[src/rtl/scd_pkg.sv]
// Package with register map, command codes and carrier types of the command decoder.
package scd_pkg;

  // ----------------------------------------------------------------
  // Register map
  // ----------------------------------------------------------------
  localparam int ADDR_W = 4;
  localparam logic [3:0] CMD_CODE_ADDR = 4'h7;
  localparam logic [3:0] EXT_STATUS_ADDR = 4'h8;
  localparam logic [7:0] EXT_STATUS_RESET = 8'h00;
  localparam int EXT_SCSI_PARITY_BIT = 0;
  localparam int EXT_HOST_PARITY_BIT = 1;

  // ----------------------------------------------------------------
  // Fixed command codes and field positions
  // ----------------------------------------------------------------
  localparam logic [7:0] CODE_CHIP_RESET = 8'h00;
  localparam logic [7:0] CODE_BREAK = 8'h01;
  localparam logic [7:0] CODE_BUS_RELEASE = 8'h02;
  localparam logic [7:0] CODE_SET_ATTENTION = 8'h03;
  localparam logic [7:0] CODE_RELEASE_ACK = 8'h04;
  localparam logic [7:0] CODE_FLUSH_FIFO = 8'h05;
  localparam logic [7:0] CODE_SCSI_RESET = 8'h08;
  localparam logic [7:0] CODE_RESELECT = 8'h20;
  localparam logic [7:0] CODE_AUTO_TARGET = 8'h30;
  localparam logic [7:0] CODE_AUTO_TARGET_TERM = 8'h31;
  localparam logic [5:0] LOW_TRANSFER = 6'h12;
  localparam logic [5:0] LOW_AUTO_INIT2 = 6'h15;
  localparam logic [5:0] LOW_RESEL_RECEIVE = 6'h38;
  localparam logic [5:0] LOW_RESEL_SEND = 6'h39;
  localparam int COUNT_SELECT_HIGH_BIT = 7;
  localparam int COUNT_SELECT_LOW_BIT = 6;
  localparam int ATTENTION_BIT = 3;
  localparam int MESSAGE_BIT = 2;
  localparam int COMMAND_DATA_BIT = 1;

  // ----------------------------------------------------------------
  // Types
  // ----------------------------------------------------------------
  typedef enum logic [4:0] {
    OP_CHIP_RESET,
    OP_BREAK,
    OP_BUS_RELEASE,
    OP_SET_ATTENTION,
    OP_RELEASE_ACK,
    OP_FLUSH_FIFO,
    OP_SCSI_RESET,
    OP_SELECT,
    OP_TRANSFER,
    OP_AUTO_INIT,
    OP_AUTO_INIT2,
    OP_RESELECT,
    OP_RECEIVE,
    OP_SEND,
    OP_AUTO_TARGET,
    OP_AUTO_TARGET_TERM,
    OP_RESEL_RECEIVE,
    OP_RESEL_SEND,
    OP_INVALID
  } scd_op_t;

  typedef struct packed {
    scd_op_t op;
    logic [1:0] count_select;
    logic attention_request_bit;
    logic message_phase_bit;
    logic command_or_data_bit;
  } scd_cmd_t;

  typedef struct packed {
    logic scsi_parity_error;
    logic host_parity_error;
  } scd_status_evt_t;

endpackage

[src/rtl/scd_cmd_decode.sv]
// Combinational classifier that turns a command code into a decoded command.
`timescale 1ns/1ps
module scd_cmd_decode (
  // Raw code.
  input wire logic [7:0] code,
  // Decoded command.
  output scd_pkg::scd_cmd_t cmd,
  output logic immediate
);

  // Pattern match over the code; fixed codes are checked before field patterns.
  always_comb begin
    logic [5:0] low;
    low = code[5:0];
    cmd.op = scd_pkg::OP_INVALID;
    cmd.count_select = {code[scd_pkg::COUNT_SELECT_HIGH_BIT], code[scd_pkg::COUNT_SELECT_LOW_BIT]};
    cmd.attention_request_bit = 1'b0;
    cmd.message_phase_bit = 1'b0;
    cmd.command_or_data_bit = 1'b0;
    if (code == scd_pkg::CODE_CHIP_RESET) begin
      cmd.op = scd_pkg::OP_CHIP_RESET;
    end else if (code == scd_pkg::CODE_BREAK) begin
      cmd.op = scd_pkg::OP_BREAK;
    end else if (code == scd_pkg::CODE_BUS_RELEASE) begin
      cmd.op = scd_pkg::OP_BUS_RELEASE;
    end else if (code == scd_pkg::CODE_SET_ATTENTION) begin
      cmd.op = scd_pkg::OP_SET_ATTENTION;
    end else if (code == scd_pkg::CODE_RELEASE_ACK) begin
      cmd.op = scd_pkg::OP_RELEASE_ACK;
    end else if (code == scd_pkg::CODE_FLUSH_FIFO) begin
      cmd.op = scd_pkg::OP_FLUSH_FIFO;
    end else if (code == scd_pkg::CODE_SCSI_RESET) begin
      cmd.op = scd_pkg::OP_SCSI_RESET;
    end else if (code == scd_pkg::CODE_RESELECT) begin
      cmd.op = scd_pkg::OP_RESELECT;
    end else if (code == scd_pkg::CODE_AUTO_TARGET) begin
      cmd.op = scd_pkg::OP_AUTO_TARGET;
    end else if (code == scd_pkg::CODE_AUTO_TARGET_TERM) begin
      cmd.op = scd_pkg::OP_AUTO_TARGET_TERM;
    end else if (code[7:4] == 4'h1 && code[2:0] == 3'h0) begin
      cmd.op = scd_pkg::OP_SELECT;
      cmd.attention_request_bit = code[scd_pkg::ATTENTION_BIT];
    end else if (low == scd_pkg::LOW_TRANSFER) begin
      cmd.op = scd_pkg::OP_TRANSFER;
    end else if (low[5:4] == 2'h1 && low[2:0] == 3'h4) begin
      cmd.op = scd_pkg::OP_AUTO_INIT;
      cmd.attention_request_bit = code[scd_pkg::ATTENTION_BIT];
    end else if (low == scd_pkg::LOW_AUTO_INIT2) begin
      cmd.op = scd_pkg::OP_AUTO_INIT2;
    end else if (low[5:3] == 3'h5) begin
      cmd.op = code[0] ? scd_pkg::OP_SEND : scd_pkg::OP_RECEIVE;
      cmd.message_phase_bit = code[scd_pkg::MESSAGE_BIT];
      cmd.command_or_data_bit = code[scd_pkg::COMMAND_DATA_BIT];
    end else if (low == scd_pkg::LOW_RESEL_RECEIVE) begin
      cmd.op = scd_pkg::OP_RESEL_RECEIVE;
    end else if (low == scd_pkg::LOW_RESEL_SEND) begin
      cmd.op = scd_pkg::OP_RESEL_SEND;
    end
    immediate = (cmd.op == scd_pkg::OP_CHIP_RESET) || (cmd.op == scd_pkg::OP_BREAK) ||
                (cmd.op == scd_pkg::OP_BUS_RELEASE) || (cmd.op == scd_pkg::OP_SET_ATTENTION) ||
                (cmd.op == scd_pkg::OP_RELEASE_ACK) || (cmd.op == scd_pkg::OP_FLUSH_FIFO) ||
                (cmd.op == scd_pkg::OP_SCSI_RESET);
  end

endmodule

[src/rtl/scd_command_decoder.sv]
// Command register decoder with extended status register for a SCSI-2 controller.
//
// Local design decision: the plain strobed port.
`timescale 1ns/1ps
module scd_command_decoder (
  // Clock and reset.
  input wire logic sys_clk,
  input wire logic rst,
  // Register port.
  input wire logic [scd_pkg::ADDR_W-1:0] addr,
  input wire logic [7:0] wr_data,
  input wire logic wr_stb,
  input wire logic rd_stb,
  output logic [7:0] rd_data,
  // Interrupt holding and status events from the rest of the controller.
  input wire logic firmware_interrupt_holding,
  input wire scd_pkg::scd_status_evt_t status_evt,
  // Decoded command towards the sequencers.
  output logic cmd_valid,
  output scd_pkg::scd_cmd_t cmd,
  output logic cmd_refused,
  output logic invalid_cmd,
  output logic int_sources_clear,
  output logic [7:0] extended_status
);

  // ----------------------------------------------------------------
  // Decode
  // ----------------------------------------------------------------
  scd_pkg::scd_cmd_t dec_cmd;
  logic dec_immediate;
  logic cmd_write;
  logic is_sequence;
  logic is_release;
  logic is_chip_reset;
  logic is_invalid;

  scd_cmd_decode u_decode (
    .code(wr_data),
    .cmd(dec_cmd),
    .immediate(dec_immediate)
  );

  // Qualify a host write to the command location and sort the command by type.
  always_comb begin
    cmd_write = wr_stb && (addr == scd_pkg::CMD_CODE_ADDR);
    is_invalid = dec_cmd.op == scd_pkg::OP_INVALID;
    is_sequence = !dec_immediate && !is_invalid;
    is_release = dec_cmd.op == scd_pkg::OP_BUS_RELEASE;
    is_chip_reset = dec_cmd.op == scd_pkg::OP_CHIP_RESET;
  end

  // ----------------------------------------------------------------
  // Command issue
  // ----------------------------------------------------------------
  logic next_cmd_valid;
  scd_pkg::scd_cmd_t next_cmd;
  logic next_cmd_refused;
  logic next_invalid_cmd;
  logic next_int_sources_clear;

  // Work out the one-cycle pulses that follow a command write.
  always_comb begin
    next_cmd = cmd;
    next_cmd_valid = 1'b0;
    next_cmd_refused = 1'b0;
    next_invalid_cmd = 1'b0;
    next_int_sources_clear = 1'b0;
    if (cmd_write) begin
      if (is_invalid) begin
        next_invalid_cmd = 1'b1;
      end else if (is_sequence && firmware_interrupt_holding) begin
        next_cmd_refused = 1'b1;
      end else begin
        next_cmd_valid = 1'b1;
        next_cmd = dec_cmd;
      end
      next_int_sources_clear = is_sequence || is_release;
    end
  end

  // Register the command outputs.
  always_ff @(posedge sys_clk) begin
    if (rst) begin
      cmd_valid <= 1'b0;
      cmd <= '{op: scd_pkg::OP_INVALID, default: '0};
      cmd_refused <= 1'b0;
      invalid_cmd <= 1'b0;
      int_sources_clear <= 1'b0;
    end else begin
      cmd_valid <= next_cmd_valid;
      cmd <= next_cmd;
      cmd_refused <= next_cmd_refused;
      invalid_cmd <= next_invalid_cmd;
      int_sources_clear <= next_int_sources_clear;
    end
  end

  // ----------------------------------------------------------------
  // Extended status
  // ----------------------------------------------------------------
  logic [7:0] next_extended_status;
  logic [7:0] status_set;
  logic status_clear;

  // Sticky error bits; a new event in the clearing cycle survives the clear.
  always_comb begin
    status_set = 8'h00;
    status_set[scd_pkg::EXT_SCSI_PARITY_BIT] = status_evt.scsi_parity_error;
    status_set[scd_pkg::EXT_HOST_PARITY_BIT] = status_evt.host_parity_error;
    status_clear = cmd_write && (is_chip_reset || is_release || is_sequence);
    if (status_clear) begin
      next_extended_status = status_set;
    end else begin
      next_extended_status = extended_status | status_set;
    end
  end

  // Register the status; hardware reset returns it to zero.
  always_ff @(posedge sys_clk) begin
    if (rst) begin
      extended_status <= scd_pkg::EXT_STATUS_RESET;
    end else begin
      extended_status <= next_extended_status;
    end
  end

  // ----------------------------------------------------------------
  // Read port
  // ----------------------------------------------------------------
  logic [7:0] next_rd_data;

  // Only the status reads back; the command location and holes read zero.
  always_comb begin
    next_rd_data = 8'h00;
    if (rd_stb && addr == scd_pkg::EXT_STATUS_ADDR) begin
      next_rd_data = extended_status;
    end
  end

  // Read data stand for exactly the cycle after the strobe.
  always_ff @(posedge sys_clk) begin
    if (rst) begin
      rd_data <= 8'h00;
    end else begin
      rd_data <= next_rd_data;
    end
  end

endmodule

[config.mk]
export PLATFORM = sky130hd
export DESIGN_NAME = scd_command_decoder
export DESIGN_NICKNAME = d
export VERILOG_FILES = /design/src/rtl/scd_pkg.sv /design/src/rtl/scd_cmd_decode.sv /design/src/rtl/scd_command_decoder.sv
export SDC_FILE = /design/constraint.sdc
export NUM_CORES = 1
export LEC_CHECK = 0
export BUFFER_PORTS_ARGS = -buffer_cell sky130_fd_sc_hd__buf_2
export CORE_MARGIN = 2
export CORE_UTILIZATION = 49
export CTS_BUF_LIST = sky130_fd_sc_hd__clkbuf_4 sky130_fd_sc_hd__clkbuf_8
export CTS_CLUSTER_SIZE = 10
export DETAILED_ROUTE_END_ITERATION = 7
export PLACE_DENSITY = 0.93
export SLEW_MARGIN = 25
export SYNTH_ARGS = -nofsm -noshare
export SYNTH_HDL_FRONTEND = slang
export SYNTH_SLANG_ARGS = --single-unit
[constraint.sdc]
create_clock -name sys_clk -period 2.1 [get_ports sys_clk]
set_input_delay 0.21 -clock sys_clk [delete_from_list [all_inputs] [get_ports sys_clk]]
set_output_delay 0.21 -clock sys_clk [all_outputs]
set_load 0.01 [all_outputs]
==> flow_summary.json <==
{
  "outcome": "finished clean",
  "r2r_cells": 4,
  "grt_pass1_vias": 1114,
  "yosys_warnings": 0,
  "clkSinkCount": 18,
  "max-slew-margin-rel": 0.617,
  "worstPathArrival_ns": 2.00,
  "clock_latency_ns": 0.29,
  "crit_fanout": 10,
  "antenna_found_initial": 0,
  "ant_nets": 0,
  "multi_input_area_um2": 679,
  "clk_pin_slew_worst_paths_ns": 0.11,
  "fill_cells": 193,
  "area_growth_pct": 22.9,
  "p_leak_nw": 0.649,
  "cts_max_path_buffers": 2,
  "stdcell_area_um2": 1420,
  "postCtsHoldBufs": 0,
  "final_nets": 215,
  "cts_root_buf": "clkbuf_4",
  "min_path_type": "input port to register",
  "seq_area_um2": 360,
  "post-place-ws_ns": 0.0253,
  "synth_edf_count": 0,
  "die_height_um": 52.6,
  "grt_max_degree": 18,
  "slew_viol_final": 0,
  "required_ns": 2.30,
  "hold_viol": 0,
  "synth_top_cell_by_area": "dfxtp_1",
  "ys.flop_type": "dfxtp_1",
  "grt_pass1_wl_mm": 4.80,
  "critPathKind": "input port to register",
  "fmax_mhz": 556,
  "gp_congestion": 0.946,
  "num_antenna_cells": 0,
  "cts_buffers": 3,
  "ys_seq_area_frac": 0.311,
  "syn_area_um2": 1160,
  "coreArea_um2": 2230,
  "synthDistinctLibCells": 45,
  "worstPathBufferInverterCount": 1,
  "hpwl_mm": 2.22,
  "cap_violations": 0,
  "period_share": 0.857,
  "start_util": 0.518,
  "via_count": 1251,
  "num_io_pins": 49,
  "portBuffers": 36,
  "powerDensity_nw_per_um2": 497,
  "synthArstFlopShare": 0,
  "drtPass1Iterations": 4,
  "synth_area_leaders": "dfxtp_1 (31%), buf_4 (7.8%), a21oi_1 (5.2%)",
  "routed_wl_mm": 2.96,
  "holdWs_ns": 0.131,
  "drcViolationCount": 0,
  "yosysTopAreaCellShare": 0.311,
  "clock_skew_ns": 0.000181,
  "setup_tns_ns": 0,
  "rsz0062_at_grt": "no",
  "cts_resized": 0,
  "syn_inst": 151,
  "route.detailed.wl_per_inst_um": 13.3,
  "drive_gt1_frac": 0.297,
  "place_area_um2": 1390,
  "slowest_stage": "or4b_1",
  "die_x_um": 52.6,
  "first_iter_violations": 44,
  "grt_overflow": 0,
  "setup_ws_ns": 0.300,
  "setup_viol": 0,
  "final.min_clock_period_ns": 1.80,
  "grt_use_total": 0.230,
  "startpoint_type": "input port",
  "vias_per_cell": 5.61,
  "path_cells": "buf_2 > nor3_1 > a32o_1 > or4b_1 > o21ai_4 > mux2i_1 > nor2_1",
  "crit_family": "simple AND/OR/NAND/NOR gates",
  "cts_tree": "done",
  "tightest_slew_ns": 0.571,
  "holdPathStages": 3,
  "rows": 17,
  "cts.htree.levels": 1,
  "cts_setup_buffers": 0,
  "peakVddDrop_uv": 355,
  "critPathCaptureType": "register",
  "ys_ff_latch": 18,
  "die_area_um2": 2770,
  "crit_cells": 7,
  "avgSynthCellArea_um2": 7.66,
  "slowest_delay_ns": 0.64
}
-- cells by family (layout without fill, tap and decap cells) --
logic type / count (synthesis) / count (layout) / synth area share
multiplexers: 4 / 4 / 0.0346
other: 1 / 12 / 0.00324
buffers and inverters: 27 / 60 / 0.137
AND/OR/NAND/NOR: 67 / 67 / 0.316
AO/OA/AOI/OAI: 34 / 34 / 0.198
flip-flops: 18 / 18 / 0.311
-- report_power, final --
| part | switching, mW | internal, mW | leakage (nW) |
|---|---|---|---|
| Combinational | 0.0866 | 0.0572 | 0.482 |
| Sequential | 0.00276 | 0.345 | 0.146 |
| Clock | 0.110 | 0.106 | 0.0210 |
-- state kept, by name, summed over array words and instances, names as in the netlist --
| register | cells |
|---|---|
| cmd | 10 |
| extended_status | 2 |
| cmd_valid | 1 |
| cmd_refused | 1 |
| rd_data | 2 |
| int_sources_clear | 1 |
| invalid_cmd | 1 |
-- through the flow --
step | cells | utilization | total power, mW
final | 223 | 0.637 | 0.707
after global routing | 223 | 0.637 | 0.737
after CTS | 223 | 0.637 | 0.706
after detailed placement | 219 | 0.621 | 0.496
after global placement | 219 | 0.621 | 0.495
after floorplan | 162 | - | 0.460
-- worst paths after layout --
path            startpoint                 end  slack (ns)
min          status_evt[1]  extended_status[0]        0.13
max reg2reg         cmd[8]              cmd[8]        1.32
max             wr_data[5]              cmd[4]        0.30
min reg2reg         cmd[2]              cmd[2]        0.46
-- layer usage --
layer	wire, um	vias to the layer above	track usage
met1	1190	571	0.274
li1	-	604	-
met5	0	-	0
met2	1480	70	0.419
met4	32	0	0.0769
met3	260	6	0.0314
-- cells in the final DEF (no fill, tap or decap), types with 2 or more instances in the layout --
cell      count
a21boi_0      2
a21o_1        2
a21oi_1      12
and4_1        2
buf_2        36
buf_4        15
clkbuf_4      3
conb_1       12
dfxtp_1      18
inv_1         5
mux2i_1       4
nand2_1      10
nand2b_1      4
nand3_1       6
nand3b_1      3
nand4_1       4
nor2_1       15
nor3_1       10
nor4b_1       2
o21ai_0       5
o31ai_1       2
-- worst min-delay path, stage by stage --
cell and delay, ns:
buf_2 0.08, a21oi_1 0.03, nor2_1 0.07
-- Yosys cell counts (all sizes together), types with 4 or more instances --
library cell / n
a21oi: 13
buf: 18
clkbuf: 4
dfxtp: 18
inv: 5
mux2i: 4
nand2: 10
nand2b: 4
nand3: 6
nand4: 4
nor2: 15
nor3: 10
o21ai: 6
-- cell type report --
| class | count | share of cell area |
|---|---|---|
| Inverter | 5 | 0.0132 |
| Multi-Input combinational cell | 117 | 0.478 |
| Tap cell | 28 | 0.0246 |
| Sequential cell | 18 | 0.253 |
| Timing Repair Buffer | 51 | 0.206 |
| Clock buffer | 4 | 0.0255 |
(Power assumes the default switching activity.)
